--- config.mk ---
export PLATFORM = sky130hd
export DESIGN_NAME = acs_top
export DESIGN_NICKNAME = d
export VERILOG_FILES = /design/src/hdl/acs_fifo.v /design/src/hdl/acs_baud.v /design/src/hdl/acs_top.v
export VERILOG_INCLUDE_DIRS = /design/src /design/src/common
export SDC_FILE = /design/constraint.sdc
export NUM_CORES = 1
export LEC_CHECK = 0
export ABC_AREA = 1
export BUFFER_PORTS_ARGS = -buffer_cell sky130_fd_sc_hd__buf_4
export CAP_MARGIN = 20
export CORE_UTILIZATION = 53
export DETAILED_ROUTE_END_ITERATION = 16
export PLACE_DENSITY = 0.73
export RECOVER_POWER = 100
export SLEW_MARGIN = 20
export SYNTH_ARGS = -nofsm -noshare
export SYNTH_HDL_FRONTEND = slang
export SYNTH_SLANG_ARGS = --single-unit
--- constraint.sdc ---
create_clock -name mclk -period 67.5 [get_ports mclk]
set_input_delay 10.125 -clock mclk [delete_from_list [all_inputs] [get_ports mclk]]
set_output_delay 10.125 -clock mclk [all_outputs]
set_load 0.05 [all_outputs]
--- src/common/acs_defs.vh ---
// constants for the serial status, mode and command block
// Function
// - status bits 7 and 6 read one
// - status bit 2 always reads zero
// - bit 5 framing error, cleared three ways
// - bit 4 overrun, sticky until disable/reset-error
// - bit 3 parity error only when checking
// - parity flag cleared by disable, reset, next
// - bit 1 set while receive buffer holds data
// - receive-ready clears on reading the last character or disable
// - bit 0 set while holding register empty
// - transmit-ready clears on write or disable
// - mode one bits 7-6 select stop bits
// - bit 5 parity type, bit 4 parity enable
// - mode one bits 1-0 set clock factor
// - mode registers share address, one then two
// - mode two bits 7-4 fixed clock source
// - mode two bits 3-0 pick baud rate
// - command bit 4 clears all error flags
// - command bit 2 enables the receiver
// - command bit 0 enables the transmitter
`ifndef ACS_DEFS_VH
`define ACS_DEFS_VH
// register offsets within the port window
`define ACS_OFS_DATA      2'h0
`define ACS_OFS_STATUS    2'h1
`define ACS_OFS_MODE      2'h2
`define ACS_OFS_CMD       2'h3
// status bit positions
`define ACS_ST_DSR        7
`define ACS_ST_DCD        6
`define ACS_ST_FE         5
`define ACS_ST_OE         4
`define ACS_ST_PE         3
`define ACS_ST_DSRCHG     2
`define ACS_ST_RX_CHAR_WAITING      1
`define ACS_ST_TX_HOLDING_EMPTY      0
// command bit positions
`define ACS_CMD_RSTERR    4
`define ACS_CMD_BREAK     3
`define ACS_CMD_RXEN      2
`define ACS_CMD_TXEN      0
// mode one field positions
`define ACS_M1_PEVEN      5
`define ACS_M1_PEN        4
// reset values
`define ACS_M1_RST        8'h00
`define ACS_M2_RST        4'h0
`define ACS_CMD_RST       8'h00
`define ACS_CLKSRC_FIXED  4'h7
// timing: ticks per bit at 16x oversampling
`define ACS_OVERSAMPLE    16
`define ACS_CLK_HZ        100000000
`define ACS_FIFO_DEPTH    4
`endif

--- src/hdl/acs_fifo.v ---
// small receive fifo with valid/ready on both sides
`timescale 1ns/10ps
`default_nettype none
module acs_fifo #(
   parameter W  = 8,
   parameter D  = 4,
   parameter AW = 2
) (
   input  wire         mclk,
   input  wire         rst_n,
   input  wire         flush,
   input  wire         in_valid,
   output wire         in_ready,
   input  wire [W-1:0] in_data,
   output wire         out_valid,
   input  wire         out_ready,
   output wire [W-1:0] out_data
);
   reg [W-1:0] mem [0:D-1];   // storage array
   reg [AW-1:0] wr_ff;        // write pointer
   reg [AW-1:0] rd_ff;        // read pointer
   reg [AW:0]   cnt_ff;       // fill level
   wire         push;
   wire         pop;
   assign in_ready  = (cnt_ff != D[AW:0]);
   assign out_valid = (cnt_ff != {(AW+1){1'b0}});
   assign out_data  = mem[rd_ff];
   assign push = in_valid & in_ready;
   assign pop  = out_valid & out_ready;
   // pointer and level update, flush empties everything
   always @(posedge mclk) begin
      if (!rst_n || flush) begin
         wr_ff  <= {AW{1'b0}};
         rd_ff  <= {AW{1'b0}};
         cnt_ff <= {(AW+1){1'b0}};
      end else begin
         if (push) begin
            wr_ff <= (wr_ff == D-1) ? {AW{1'b0}} : wr_ff + 1'b1;
         end
         if (pop) begin
            rd_ff <= (rd_ff == D-1) ? {AW{1'b0}} : rd_ff + 1'b1;
         end
         if (push && !pop) begin
            cnt_ff <= cnt_ff + 1'b1;
         end else if (pop && !push) begin
            cnt_ff <= cnt_ff - 1'b1;
         end
      end
   end
   // data write, no reset needed for storage
   always @(posedge mclk) begin
      if (push) begin
         mem[wr_ff] <= in_data;
      end
   end
endmodule
`default_nettype wire

--- src/hdl/acs_baud.v ---
// baud divider producing a one-cycle 16x tick
`timescale 1ns/10ps
`default_nettype none
`include "acs_defs.vh"
module acs_baud #(
   parameter CLK_HZ = `ACS_CLK_HZ
) (
   input  wire       mclk,
   input  wire       rst_n,
   input  wire [3:0] rate_code,
   output reg        tick_ff
);
   reg [20:0] cnt_ff;   // cycles since last tick
   // twice the baud rate, so 134.5 stays whole
   function [15:0] acs_rate2;
      input [3:0] c;
      begin
         case (c)
            4'h0: acs_rate2 = 16'd100;
            4'h1: acs_rate2 = 16'd150;
            4'h2: acs_rate2 = 16'd220;
            4'h3: acs_rate2 = 16'd269;
            4'h4: acs_rate2 = 16'd300;
            4'h5: acs_rate2 = 16'd600;
            4'h6: acs_rate2 = 16'd1200;
            4'h7: acs_rate2 = 16'd2400;
            4'h8: acs_rate2 = 16'd3600;
            4'h9: acs_rate2 = 16'd4000;
            4'ha: acs_rate2 = 16'd4800;
            4'hb: acs_rate2 = 16'd7200;
            4'hc: acs_rate2 = 16'd9600;
            4'hd: acs_rate2 = 16'd14400;
            4'he: acs_rate2 = 16'd19200;
            default: acs_rate2 = 16'd38400;
         endcase
      end
   endfunction
   wire [31:0] div_full = (2 * CLK_HZ) / (acs_rate2(rate_code) * `ACS_OVERSAMPLE);
   wire [20:0] div = (div_full[20:0] < 21'd1) ? 21'd1 : div_full[20:0];
   // free running divider, count to div then pulse
   always @(posedge mclk) begin
      if (!rst_n) begin
         cnt_ff  <= 21'h0;
         tick_ff <= 1'b0;
      end else if (cnt_ff >= div - 21'd1) begin
         cnt_ff  <= 21'h0;
         tick_ff <= 1'b1;
      end else begin
         cnt_ff  <= cnt_ff + 21'd1;
         tick_ff <= 1'b0;
      end
   end
endmodule
`default_nettype wire

--- src/hdl/acs_top.v ---
// serial controller: registers, status flags, receiver and transmitter
`timescale 1ns/10ps
`default_nettype none
`include "acs_defs.vh"
module acs_top #(
   parameter CLK_HZ = `ACS_CLK_HZ
) (
   input  wire       mclk,
   input  wire       rst_n,
   input  wire       io_cs,
   input  wire [1:0] io_addr,
   input  wire       io_rd,
   input  wire       io_wr,
   input  wire [7:0] io_wdata,
   output reg  [7:0] io_rdata_ff,
   input  wire       rxd,
   output reg        txd_ff,
   output reg        rx_int_pend_ff,
   output reg        tx_int_pend_ff
);
   // state codes for receiver and transmitter
   localparam S_IDLE  = 3'd0;
   localparam S_START = 3'd1;
   localparam S_DATA  = 3'd2;
   localparam S_PAR   = 3'd3;
   localparam S_STOP  = 3'd4;

   // programmable state
   reg [7:0] mode1_ff;        // line format
   reg [3:0] mode2_ff;        // baud rate code
   reg       mptr_ff;         // shared address pointer, 0 = mode one
   reg [7:0] cmd_ff;          // command bits, bit 4 never stored
   // error flags
   reg       fe_ff;           // framing error
   reg       oe_ff;           // overrun
   reg       pe_ff;           // parity error
   // transmit holding register
   reg [7:0] thr_ff;
   reg       thr_full_ff;
   // receiver state
   reg [2:0] rx_st_ff;
   reg [3:0] rx_cnt_ff;
   reg [2:0] rx_bit_ff;
   reg [7:0] rx_sh_ff;
   reg       rx_pbit_ff;
   // transmitter state
   reg [2:0] tx_st_ff;
   reg [5:0] tx_cnt_ff;
   reg [2:0] tx_bit_ff;
   reg [7:0] tx_sh_ff;

   wire       tick;           // 16x bit-rate enable
   wire       rx_en   = cmd_ff[`ACS_CMD_RXEN];
   wire       tx_en   = cmd_ff[`ACS_CMD_TXEN];
   wire       par_en  = mode1_ff[`ACS_M1_PEN];
   wire       par_ev  = mode1_ff[`ACS_M1_PEVEN];
   wire [2:0] len_m1  = {1'b0, mode1_ff[3:2]} + 3'd4;  // data bits minus one
   wire [1:0] factor  = mode1_ff[1:0];                 // clock factor

   // bus strobes decoded by port offset
   wire wr_data = io_cs && io_wr && (io_addr == `ACS_OFS_DATA);
   wire wr_mode = io_cs && io_wr && (io_addr == `ACS_OFS_MODE);
   wire wr_cmd  = io_cs && io_wr && (io_addr == `ACS_OFS_CMD);
   wire rd_data = io_cs && io_rd && (io_addr == `ACS_OFS_DATA);
   wire rd_stat = io_cs && io_rd && (io_addr == `ACS_OFS_STATUS);
   wire rd_mode = io_cs && io_rd && (io_addr == `ACS_OFS_MODE);
   wire rst_err = wr_cmd && io_wdata[`ACS_CMD_RSTERR];

   // receive fifo signals
   wire       rx_done;        // stop bit sampled
   wire       fifo_in_ready;
   wire       fifo_valid;
   wire [7:0] fifo_data;
   wire       rx_pop = rd_data && rx_en;
   wire       rx_new = rx_done && rx_en;

   // parity of received data against the parity bit
   wire rx_perr = par_en && ((^rx_sh_ff ^ rx_pbit_ff) ^ ~par_ev);

   // transmit stop length in ticks: 1, 1.5 or 2 bits, invalid acts as one
   wire [5:0] stop_ticks = (mode1_ff[7:6] == 2'b10) ? 6'd24 :
                           (mode1_ff[7:6] == 2'b11) ? 6'd32 : 6'd16;
   // factor codes 00 and 01 sample at bit start, 10 and 11 at mid-bit
   wire [3:0] mid_tick = (factor == 2'b00 || factor == 2'b01) ? 4'd0 : 4'd7;

   acs_baud #(
      .CLK_HZ    (CLK_HZ)
   ) u_baud (
      .mclk      (mclk),
      .rst_n     (rst_n),
      .rate_code (mode2_ff),
      .tick_ff   (tick)
   );

   acs_fifo #(
      .W         (8),
      .D         (`ACS_FIFO_DEPTH),
      .AW        (2)
   ) u_rxfifo (
      .mclk      (mclk),
      .rst_n     (rst_n),
      .flush     (!rx_en),
      .in_valid  (rx_new),
      .in_ready  (fifo_in_ready),
      .in_data   (rx_sh_ff),
      .out_valid (fifo_valid),
      .out_ready (rx_pop),
      .out_data  (fifo_data)
   );

   // mode, command and pointer registers
   always @(posedge mclk) begin
      if (!rst_n) begin
         mode1_ff <= `ACS_M1_RST;
         mode2_ff <= `ACS_M2_RST;
         cmd_ff   <= `ACS_CMD_RST;
         mptr_ff  <= 1'b0;
      end else begin
         if (wr_mode && !mptr_ff) begin
            mode1_ff <= io_wdata;
         end else if (wr_mode && mptr_ff) begin
            mode2_ff <= io_wdata[3:0];                   // clock source bits dropped
         end
         // pointer steps one then two, then back to one
         if (wr_mode || rd_mode) begin
            mptr_ff <= ~mptr_ff;
         end
         // command bits stored except reset-error
         if (wr_cmd) begin
            cmd_ff <= {io_wdata[7:5], 1'b0, io_wdata[3:0]};
         end
      end
   end

   // error flags: setting event wins over any clear in the same cycle
   always @(posedge mclk) begin
      if (!rst_n) begin
         fe_ff <= 1'b0;
         oe_ff <= 1'b0;
         pe_ff <= 1'b0;
      end else begin
         // framing: cleared by disable, reset-error or status read
         if (rx_new && !rxd) begin
            fe_ff <= 1'b1;
         end else if (!rx_en || rst_err || rd_stat) begin
            fe_ff <= 1'b0;
         end
         // overrun: status read leaves it alone
         if (rx_new && !fifo_in_ready) begin
            oe_ff <= 1'b1;
         end else if (!rx_en || rst_err) begin
            oe_ff <= 1'b0;
         end
         // parity: each new character replaces the flag
         if (rx_new) begin
            pe_ff <= rx_perr;
         end else if (!rx_en || rst_err) begin
            pe_ff <= 1'b0;
         end
      end
   end

   // read data mux, registered one cycle after the strobe
   always @(posedge mclk) begin
      if (!rst_n) begin
         io_rdata_ff <= 8'h00;
      end else if (io_cs && io_rd) begin
         if (io_addr == `ACS_OFS_DATA) begin
            io_rdata_ff <= fifo_valid ? fifo_data : 8'h00;
         end else if (io_addr == `ACS_OFS_STATUS) begin
            io_rdata_ff <= {1'b1,
                            1'b1,
                            fe_ff,
                            oe_ff,
                            pe_ff,
                            1'b0,
                            rx_en && fifo_valid,
                            tx_en && !thr_full_ff};
         end else if (io_addr == `ACS_OFS_MODE) begin
            io_rdata_ff <= mptr_ff ? {`ACS_CLKSRC_FIXED, mode2_ff} : mode1_ff;
         end else begin
            io_rdata_ff <= cmd_ff;                       // bit 4 stored as zero
         end
      end
   end

   // pending interrupt levels follow the ready conditions
   always @(posedge mclk) begin
      if (!rst_n) begin
         rx_int_pend_ff <= 1'b0;
         tx_int_pend_ff <= 1'b0;
      end else begin
         rx_int_pend_ff <= rx_en && fifo_valid && !rx_pop;
         tx_int_pend_ff <= tx_en && !thr_full_ff && !wr_data;
      end
   end

   // receiver: start detect, data, optional parity, stop
   assign rx_done = tick && (rx_st_ff == S_STOP) && (rx_cnt_ff == 4'd15);
   always @(posedge mclk) begin
      if (!rst_n || !rx_en) begin
         rx_st_ff   <= S_IDLE;
         rx_cnt_ff  <= 4'h0;
         rx_bit_ff  <= 3'h0;
         rx_sh_ff   <= 8'h00;
         rx_pbit_ff <= 1'b0;
      end else if (tick) begin
         rx_cnt_ff <= rx_cnt_ff + 4'd1;
         case (rx_st_ff)
            S_IDLE: begin
               rx_cnt_ff <= 4'h0;
               if (!rxd) begin
                  rx_st_ff <= S_START;
               end
            end
            S_START: begin
               // confirm start at the sample point, then align to bit ends
               if (rx_cnt_ff == mid_tick) begin
                  if (rxd) begin
                     rx_st_ff <= S_IDLE;
                  end else begin
                     rx_st_ff  <= S_DATA;
                     rx_cnt_ff <= 4'h0;
                     rx_bit_ff <= 3'h0;
                     rx_sh_ff  <= 8'h00;
                  end
               end
            end
            S_DATA: begin
               if (rx_cnt_ff == 4'd15) begin
                  rx_sh_ff[rx_bit_ff] <= rxd;            // lsb first
                  if (rx_bit_ff == len_m1) begin
                     rx_st_ff <= par_en ? S_PAR : S_STOP;
                  end else begin
                     rx_bit_ff <= rx_bit_ff + 3'd1;
                  end
               end
            end
            S_PAR: begin
               if (rx_cnt_ff == 4'd15) begin
                  rx_pbit_ff <= rxd;
                  rx_st_ff   <= S_STOP;
               end
            end
            S_STOP: begin
               if (rx_cnt_ff == 4'd15) begin
                  rx_st_ff <= S_IDLE;
               end
            end
            default: begin
               rx_st_ff <= S_IDLE;
            end
         endcase
      end
   end

   // transmit holding register: load on write, empty on shifter load
   always @(posedge mclk) begin
      if (!rst_n || !tx_en) begin
         thr_ff      <= 8'h00;
         thr_full_ff <= 1'b0;
      end else if (wr_data) begin
         thr_ff      <= io_wdata;
         thr_full_ff <= 1'b1;
      end else if (tick && tx_st_ff == S_IDLE && thr_full_ff) begin
         thr_full_ff <= 1'b0;
      end
   end

   // transmitter: start, data, parity, stop of chosen length
   always @(posedge mclk) begin
      if (!rst_n) begin
         tx_st_ff  <= S_IDLE;
         tx_cnt_ff <= 6'h0;
         tx_bit_ff <= 3'h0;
         tx_sh_ff  <= 8'h00;
         txd_ff    <= 1'b1;
      end else if (tick) begin
         tx_cnt_ff <= tx_cnt_ff + 6'd1;
         case (tx_st_ff)
            S_IDLE: begin
               tx_cnt_ff <= 6'h0;
               txd_ff    <= 1'b1;
               if (thr_full_ff && tx_en) begin
                  tx_sh_ff <= thr_ff;
                  tx_st_ff <= S_START;
                  txd_ff   <= 1'b0;
               end
            end
            S_START: begin
               if (tx_cnt_ff == 6'd15) begin
                  tx_st_ff  <= S_DATA;
                  tx_cnt_ff <= 6'h0;
                  tx_bit_ff <= 3'h0;
                  txd_ff    <= tx_sh_ff[0];
               end
            end
            S_DATA: begin
               if (tx_cnt_ff == 6'd15) begin
                  tx_cnt_ff <= 6'h0;
                  if (tx_bit_ff == len_m1) begin
                     // parity over the sent bits only
                     if (par_en) begin
                        tx_st_ff <= S_PAR;
                        txd_ff   <= ^(tx_sh_ff & (8'hff >> (3'd7 - len_m1))) ^ ~par_ev;
                     end else begin
                        tx_st_ff <= S_STOP;
                        txd_ff   <= 1'b1;
                     end
                  end else begin
                     tx_bit_ff <= tx_bit_ff + 3'd1;
                     txd_ff    <= tx_sh_ff[tx_bit_ff + 3'd1];
                  end
               end
            end
            S_PAR: begin
               if (tx_cnt_ff == 6'd15) begin
                  tx_cnt_ff <= 6'h0;
                  tx_st_ff  <= S_STOP;
                  txd_ff    <= 1'b1;
               end
            end
            S_STOP: begin
               if (tx_cnt_ff == stop_ticks - 6'd1) begin
                  tx_st_ff <= S_IDLE;
               end
            end
            default: begin
               tx_st_ff <= S_IDLE;
            end
         endcase
         // force break holds the line low whatever is shifting
         if (cmd_ff[`ACS_CMD_BREAK]) begin
            txd_ff <= 1'b0;
         end
      end
   end
endmodule
`default_nettype wire

==> Word level (Yosys, flattened, before mapping) <==
Memories as Yosys holds them, arrays and structs flattened. A register that Yosys moved wholly into a read port is not among the register bits.
Index checks and enable logic that the tools add are counted.
W data, S select, Z words.
{ "totals": {"register_bits": 111, "ramBits": 32, "rom_bits": 256, "in_bits": 16, "word_cells": 245, "n_memories": 2} }
{ "memory_table": {"columns": ["memory", "words", "word_bits", "read_ports", "rd_ports_with_merged_regs", "write_ports", "line", "text"], "rows": [
  ["(name not given)", 16, 16, 1, 1, 0, "acs_baud.v:18", "case (c)"],
  ["u_rxfifo.mem", 4, 8, 1, 1, 1, "acs_fifo.v:19", "reg [W-1:0] mem [0:D-1];"]
]} }
{ "op_classes": {"add_sub_neg": 13, "div": 1, "order_cmp": 5, "n_eq_ne": 41, "shifts": 1, "n_mux": 74, "bitwise": 10, "reduce_logical": 71} }
{ "ops": {"columns": ["op", "n"], "rows": [
  ["$mux W3", 23],
  ["$mux W8", 8],
  ["$div A28 B20 Y32 const A", 1],
  ["$pmux W3 S5", 2],
  ["$logic_and A1 B1 Y1", 28],
  ["$ne A2 B2 Y1 const B", 13],
  ["$add A21 B1 Y21 const B", 1],
  ["$ge A21 B21 Y1", 1],
  ["$lt A21 B1 Y1 const B", 1],
  ["$mux W21", 1],
  ["$sub A21 B1 Y21 const B", 1],
  ["$mux W1", 19],
  ["$mux W6", 3],
  ["$mux W4", 4],
  ["$pmux W8 S2", 1],
  ["$reduce_xor A8 Y1", 2],
  ["$reduce_and A5 Y1", 3],
  ["$reduce_and A7 Y1", 2],
  ["$reduce_bool A2 Y1", 7],
  ["$eq A2 B2 Y1 const B", 6],
  ["$eq A3 B2 Y1 const B", 4],
  ["$ne A3 B3 Y1 const B", 4],
  ["$pmux W3 S2", 2],
  ["$pmux W6 S2", 1],
  ["other kinds (41)", 78]
]} }

==> Longest topological paths before layout <==
Gate-level depths: netlist (run 1).
{ "depth": {"depth_word": 11, "depth_mapped": 436, "mapped_depth_nobuf": 400} }

==> Cells and area by module <==
From an unflattened synthesis (run 1), not the netlist that was laid out.
{ "hier_totals": {"cells_unflattened": 4137, "hier_area_um2": 26276.5} }
{ "by_module_without_submodules": {"columns": ["mod", "n_inst", "cells_each", "area_per_inst_um2", "seq_area_each_um2"], "rows": [
  ["acs_baud", 1, 3365, 20259.4, 440.4],
  ["acs_top", 1, 626, 4322.9, 1641.6],
  ["acs_fifo", 1, 146, 1694.1, 1141.1]
]} }

==> Worst setup path after synthesis (run 1) <==
No wires, ideal clock.
{ "synth_path": {"path_type": "register to register", "startpoint": "register with a tool-made name", "endpoint": "register u_baud.cnt_ff[11]", "setup_ps": 80, "t_arrival_ps": 55818, "setup_slack_ps": 11602, "path_stages_with_launch": 407, "path_buffers": 47, "cell_sequence": "dfxtp_1 inv_2 buf_2 buf_1 clkbuf_1 ha_1 buf_2 nand3_1 inv_1 nand2_1 nor2_1 ha_1 a21o_1 nor3b_1 inv_1 o31ai_1 o21ai_0 inv_1 (+371 left out) ha_1 inv_1 nor3_1 nand3_1 nor3_1 xor2_1 ha_1 nand2_1 inv_1 nor2_1 nor2_1 a2111oi_0 o221ai_1 a221oi_1 o211ai_1 or2_2 clkbuf_1 nor3b_1"} }
{ "synth_rtl": {"columns": ["item", "line", "text"], "rows": [
  ["end signal, assigned", "acs_baud.v:49", "cnt_ff <= cnt_ff + 21'd1;"],
  ["end, declared", "acs_baud.v:13", "reg [20:0] cnt_ff;"]
]} }

==> results of run 1 <==
stage by stage:
stage               TNS (ps)  hold WS, ps  cell area, sq um  setup slack [ps]
finish                     0          461             28200              6990
global route           -5.76          503             28200             -5.76
CTS                        0          462             28100              4880
detailed placement         0          452             27600              5030
global placement           0          444             27600              6650
floorplan                  0          430             26800             11600
logic make-up after synthesis:
group	after synthesis
flops	161
fa+ha+maj	344
buf+inv	625
xor+xnor	283
simple gates	1938
compound gates	971
per-layer routing:
layer  global-route usage  part of all wire
met5                    0                 0
met1                0.407              0.48
met2                0.468              0.44
met4               0.0782             0.023
met3               0.0296             0.062
cell type report:
type / count / area [sq um]
Timing Repair inverter: 1 / 7.51
Fill cell: 5106 / 21900
Sequential cell: 161 / 3540
Clock buffer: 18 / 429
Clock inverter: 14 / 149
Multi-Input combinational cell: 3536 / 20800
Timing Repair Buffer: 54 / 357
Inverter: 539 / 2030
Tap cell: 672 / 841
cell usage after synthesis, types with 4 or more instances:
library cell	n	area [sq um]
ha_1	343	4290
nand2_2	27	169
nand3b_1	8	60.1
dfxtp_1	129	2580
nor4_1	11	68.8
o31ai_1	6	45.0
o22ai_1	11	68.8
a21o_1	13	97.6
clkinv_1	9	33.8
inv_1	505	1900
o2111ai_1	9	78.8
o21ai_0	357	1790
inv_2	25	93.8
buf_4	19	143
and2_1	9	56.3
a31oi_1	16	100
o221ai_1	10	87.6
buf_2	11	55.1
a221oi_1	4	35.0
nand3_4	4	70.1
xor2_1	188	1650
nor3_1	83	415
buf_1	7	26.3
edfxtp_1	32	961
o21ai_1	39	195
nand2_1	965	3620
o21bai_1	38	285
a21oi_1	392	1960
a2111oi_0	4	35.0
nor2_1	381	1430
nor2_2	13	81.3
nand4_1	69	432
nor2_4	9	101
buf_6	8	90.1
nand3_2	25	250
nand3_1	268	1340
nor3b_1	6	45.0
o21a_1	5	37.5
a211oi_1	15	113
xnor2_1	95	832
or2_2	33	206
clkbuf_1	41	154
o211ai_1	19	143
nand2_4	12	135
critical path, delay by kind of cell, from the launching register on:
family,cells,cell delay [ps]
simple gates,177,21600
flops,1,320
xor+xnor,1,290
compound gates,117,21000
buf+inv,53,7410
fa+ha+maj,29,9510
timing repair:
action | in CTS | in global routing
resized for setup | 0 | 20
setup buffers | 0 | 5
endpoints found under the setup margin | 0 | 22
path summary, 6_finish.rpt:
path | endpoint | slack (ps) | startpoint
hold / removal | mode1_ff[0] | 460 | mode1_ff[0]
hold reg to reg | mode1_ff[0] | 460 | mode1_ff[0]
setup / recovery | u_baud.cnt_ff[13] | 6990 | flip-flop
setup reg to reg | u_baud.cnt_ff[13] | 6990 | flip-flop
==> flow_summary_export.csv, run 1 <==
group,metric,value,unit
global_route,grt_max_degree,47,
final_layout,layout_common_cells,"964 x nand2_1, 502 x inv_1, 389 x a21oi_1, 381 x nor2_1, 356 x o21ai_0",
final_layout,areaGrowthSynthToFinish,5.13,%
logic_synthesis,yosys.area_share.adder,0.161,
logic_synthesis,synth_nets,4682,
routing,drt-vias-per-instance,5.61,
logic_synthesis,synth_cell_types,75,
worst_hold_path,hold_path_depth,2,
worst_setup_path,critPathMaxStageDelay,490,ps
timing,worst_slew_pin_slew,1610,ps
logic_synthesis,async_reset_ff_frac,0,
logic_synthesis,synth-compound-area-share,0.200,
worst_setup_path,cp_max_fo,46,
worst_setup_path,crit_type,"reg2reg",
final_layout,final_nets,4670,
routing,routed_wl,75600,um
logic_synthesis,ys_warn_count,0,
clock_network,cts_buffer_depth,2,
routing,ant_nets,0,
die,die_width,227,um
clock_network,clock_sinks,161,
logic_synthesis,synth_mux_area_frac,0,
final_layout,utilization,0.563,
die,ioPinCount,27,
worst_setup_path,crit_path_end_kind,"flip-flop",
routing,routedWlPerCell,15.1,um
clock_network,cts_root_buffer,"clkbuf_16",
clock_network,cts_buffers,17,
place,gp_congestion,0.941,
routing,drtPass1Iterations,8,
global_route,grt_usage,0.290,
global_route,grt_remaining_overflow,0,
worst_setup_path,cp_slowest_cell,"o21ai_0",
routing,drt-initial-drc-count,2292,
die,std_cell_rows,82,
logic_synthesis,synth_top_family_by_area,"simple AND/OR/NAND/NOR gates",
logic_synthesis,synth-seq-cells,161,
timing,skew,12.5,ps
clock_network,cts_tree,"yes",
logic_synthesis,yosysSeqAreaShare,0.132,
final_layout,drive_gt1_frac,0.0567,
die,die_h,227,um
worst_setup_path,arrival,60850,ps
place,port_buffers,26,
outcome,status,"finished with violations",
logic_synthesis,synth_area_per_cell,6.20,sq um
timing,hold_viol_final,0,
logic_synthesis,synth_edf_count,32,
outcome,violations,"capacitance limit, slew limit",
final_layout,num_antenna_cells,0,
clock_network,h-tree-depth,4,
final_layout,final_common_cell,"nand2_1",
routing,vias,28010,
timing,finalSetupViolations,0,
logic_synthesis,synth-xor-area-share,0.0924,
job,maxCapViolCount,1,
timing,finalMaxSlewViolations,37,
worst_setup_path,required,67840,ps
timing,fmax,0.0165,GHz
clock_network,path_clk_slew,60,ps
worst_hold_path,hold_path_class,"reg2reg",
timing,finalCritPeriodShare,0.896,
worst_setup_path,worstSetupStartpointType,"flip-flop",
clock_network,clk_latency,430,ps
logic_synthesis,syn_inst,4322,
logic_synthesis,synthSimpleGateAreaFrac,0.322,
die,initial_utilization,0.536,
die,dieArea,51500,sq um
worst_setup_path,r2r_cells,377,
place,place_inst,4957,
global_route,grt_pass1_wl,123000,um
place,hpwlAfterDp,59000,um
timing,min_period,60510,ps
global_route,grt_antenna_before_repair,0,
routing,remaining_drc_errors,0,
timing,max-slew-margin-rel,-0.0734,
global_route,grt_pass1_vias,25008,
logic_synthesis,synth_area,26800,sq um
final_layout,instances_no_fill,4995,
worst_setup_path,cpMostUsedCell,"nand2_1",
clock_network,ctsHoldBuffers,0,
logic_synthesis,ys.flop_type,"dfxtp_1",
die,core_area,50100,sq um
Power of run 1 is left out: the tool's default activity adds up to more than one toggle a clock period on the data nets, which glitch-free logic cannot reach.
==> run 2, diff against run 1 <==
- SYNTH_HIERARCHICAL: unset -> 1
==> flow_summary_export.csv, run 2 <==
group,metric,value,unit
outcome,status,"finished clean",
place,gp_congestion,0.962,
place,port_buffers,26,
worst_hold_path,hold_path_class,"reg2reg",
logic_synthesis,synth_area,26300,sq um
global_route,grt_usage,0.277,
final_layout,area.sequential,3230,sq um
worst_setup_path,cp.depth,426,
final_layout,regMostFlops,"u_rxfifo/mem",
worst_setup_path,crit_buf_inv,50,
worst_setup_path,cp_slowest_cell,"nor2_2",
routing,vias,26735,
timing,max-slew-margin-rel,0.297,
timing,skew,9.47,ps
final_layout,layout_common_cells,"972 x nand2_1, 466 x inv_1, 342 x ha_1, 339 x o21ai_0, 315 x nor2_1",
die,dieArea,50500,sq um
worst_setup_path,r2r_cells,426,
worst_setup_path,crit_path_end_kind,"flip-flop",
final_layout,final_nets,4523,
clock_network,ctsHoldBuffers,0,
clock_network,cts_root_buffer,"clkbuf_16",
final_layout,reg.largest.list,"u_rxfifo/mem (32), u_baud/cnt_ff (21)",
clock_network,h-tree-depth,4,
routing,drtPass1Iterations,5,
clock_network,clk_latency,420,ps
routing,remaining_drc_errors,0,
timing,fmax,0.0165,GHz
routing,drt-vias-per-instance,5.53,
routing,ant_nets,0,
place,hpwlAfterDp,55900,um
logic_synthesis,synth_top_area_share,0.163,
logic_synthesis,synth_area_leaders,"ha_1 16%, nand2_1 14%, dfxtp_1 8.6%",
clock_network,clock_sinks,145,
logic_synthesis,yosysMostFrequentCell,"nand2_1",
logic_synthesis,synth_cell_types,73,
logic_synthesis,synth_edf_count,32,
final_layout,largest_reg_flops,32,
timing,finalSetupViolations,0,
final_layout,fillerInstances,4830,
timing,finalCritPeriodShare,0.897,
clock_network,cts_tree,"yes",
worst_setup_path,required,67830,ps
logic_synthesis,synth_commonest_cells,"974 x nand2_1, 473 x inv_1, 343 x ha_1",
final_layout,drive_gt1_frac,0.0978,
final_layout,final_common_cell,"nand2_1",
final_layout,areaGrowthSynthToFinish,6.18,%
logic_synthesis,ys_warn_count,6,
timing,fin_ws,6970,ps
timing,finalMaxSlewViolations,0,
timing,min_period,60530,ps
worst_setup_path,worstSetupStartpointType,"flip-flop",
worst_setup_path,critPathMaxStageDelay,580,ps
global_route,grt_pass1_wl,115000,um
die,die_width,225,um
logic_synthesis,async_reset_ff_frac,0,
logic_synthesis,syn_inst,4137,
worst_setup_path,cp_max_fo,40,
die,core_area,49000,sq um
worst_hold_path,hold_path_depth,1,
worst_setup_path,cpMostUsedCell,"nand2_1",
routing,routedWlPerCell,15.0,um
logic_synthesis,synth-seq-cells,145,
routing,dr_wl_met3,3610,um
die,die_h,225,um
timing,hold_viol_final,0,
final_layout,num_antenna_cells,0,
worst_setup_path,arrival,60870,ps
final_layout,multiInputGateArea,20700,sq um
global_route,grt_pass1_vias,23620,
logic_synthesis,yosysSeqAreaShare,0.123,
die,initial_utilization,0.537,
logic_synthesis,synth_area_per_cell,6.35,sq um
place,place_ws,1140,ps
global_route,grt_remaining_overflow,0,
timing,worst_slew_pin_slew,1040,ps
die,std_cell_rows,81,
routing,drt-initial-drc-count,1792,
routing,top_layer_used,"met5",
worst_setup_path,crit_type,"reg2reg",
timing,tns,0,ps
job,maxCapViolCount,0,
logic_synthesis,ys.flop_type,"dfxtp_1",
logic_synthesis,synth.largest_area_cell,"ha_1",
worst_setup_path,path_delay_family,"simple AND/OR/NAND/NOR gates",
clock_network,path_clk_slew,60,ps
global_route,grt_antenna_before_repair,1,
global_route,grt_max_degree,48,
routing,wl_met1,34300,um
die,ioPinCount,27,
routing,dr_wl_met2,32700,um
clock_network,cts_buffer_depth,2,
routing,routed_wl,72500,um
clock_network,cts_buffers,17,
-- run 2: stage by stage --
| step | cell area (sq um) | std cells | hold slack, ps | utilization |
|---|---|---|---|---|
| 2_1_floorplan | 26300 | 4139 | 429 | - |
| 6_report | 27900 | 4836 | 477 | 0.570 |
| 3_3_place_gp | 26800 | 4761 | 450 | 0.547 |
| 3_5_place_dp | 26800 | 4761 | 460 | 0.547 |
| 5_1_grt | 27900 | 4836 | 501 | 0.570 |
| 4_1_cts | 27500 | 4793 | 475 | 0.561 |
-- run 2: what timing repair did --
action	CTS	global route
setup endpoints to repair	0	22
resized for setup	0	70
buffers inserted	0	30
-- run 2: final cells by class --
cell class,instances,area share
Multi-Input combinational cell,3406,0.741
Sequential cell,145,0.116
Inverter,511,0.0709
Tap cell,664,0.0298
Timing Repair Buffer,70,0.0171
Clock buffer,19,0.0155
Clock inverter,13,0.00839
Timing Repair inverter,8,0.00161
-- run 2: kinds of logic after synthesis --
group,synth area share
buffers and inverters,0.0979
adders and majority gates,0.167
AOI/OAI and AO/OA,0.184
xor gates and xnor gates,0.0870
DFF,0.123
and+or+nand+nor,0.341
muxes,0.000381
other,0.000143
-- run 2: final timing paths --
check,startpoint,to,slack [ps]
worst min-delay path,u_baud/cnt_ff[0],u_baud/cnt_ff[0],480
worst min register to register,u_baud/cnt_ff[0],u_baud/cnt_ff[0],480
worst max register to register,mode2_ff[3],u_baud/cnt_ff[16],6970
worst max-delay path,mode2_ff[3],u_baud/cnt_ff[16],6970
-- run 2: metal layers --
layer | track usage | up-vias
li1 | - | 13918
met1 | 0.375 | 12056
met2 | 0.462 | 640
met3 | 0.0299 | 119
met4 | 0.0821 | 2
met5 | 0 | -
-- run 2: worst reg2reg max path: cells and delay by family, from the launching register on --
kind,cells,cell delay [ps]
multiplexers,1,70
AO/OA/AOI/OAI,127,20740
buffers and inverters,50,5420
flip-flops,1,300
adder cells (fa/ha/maj),31,9120
XOR/XNOR,2,520
AND/OR/NAND/NOR,215,24400
Power of run 2 is left out for the same reason.
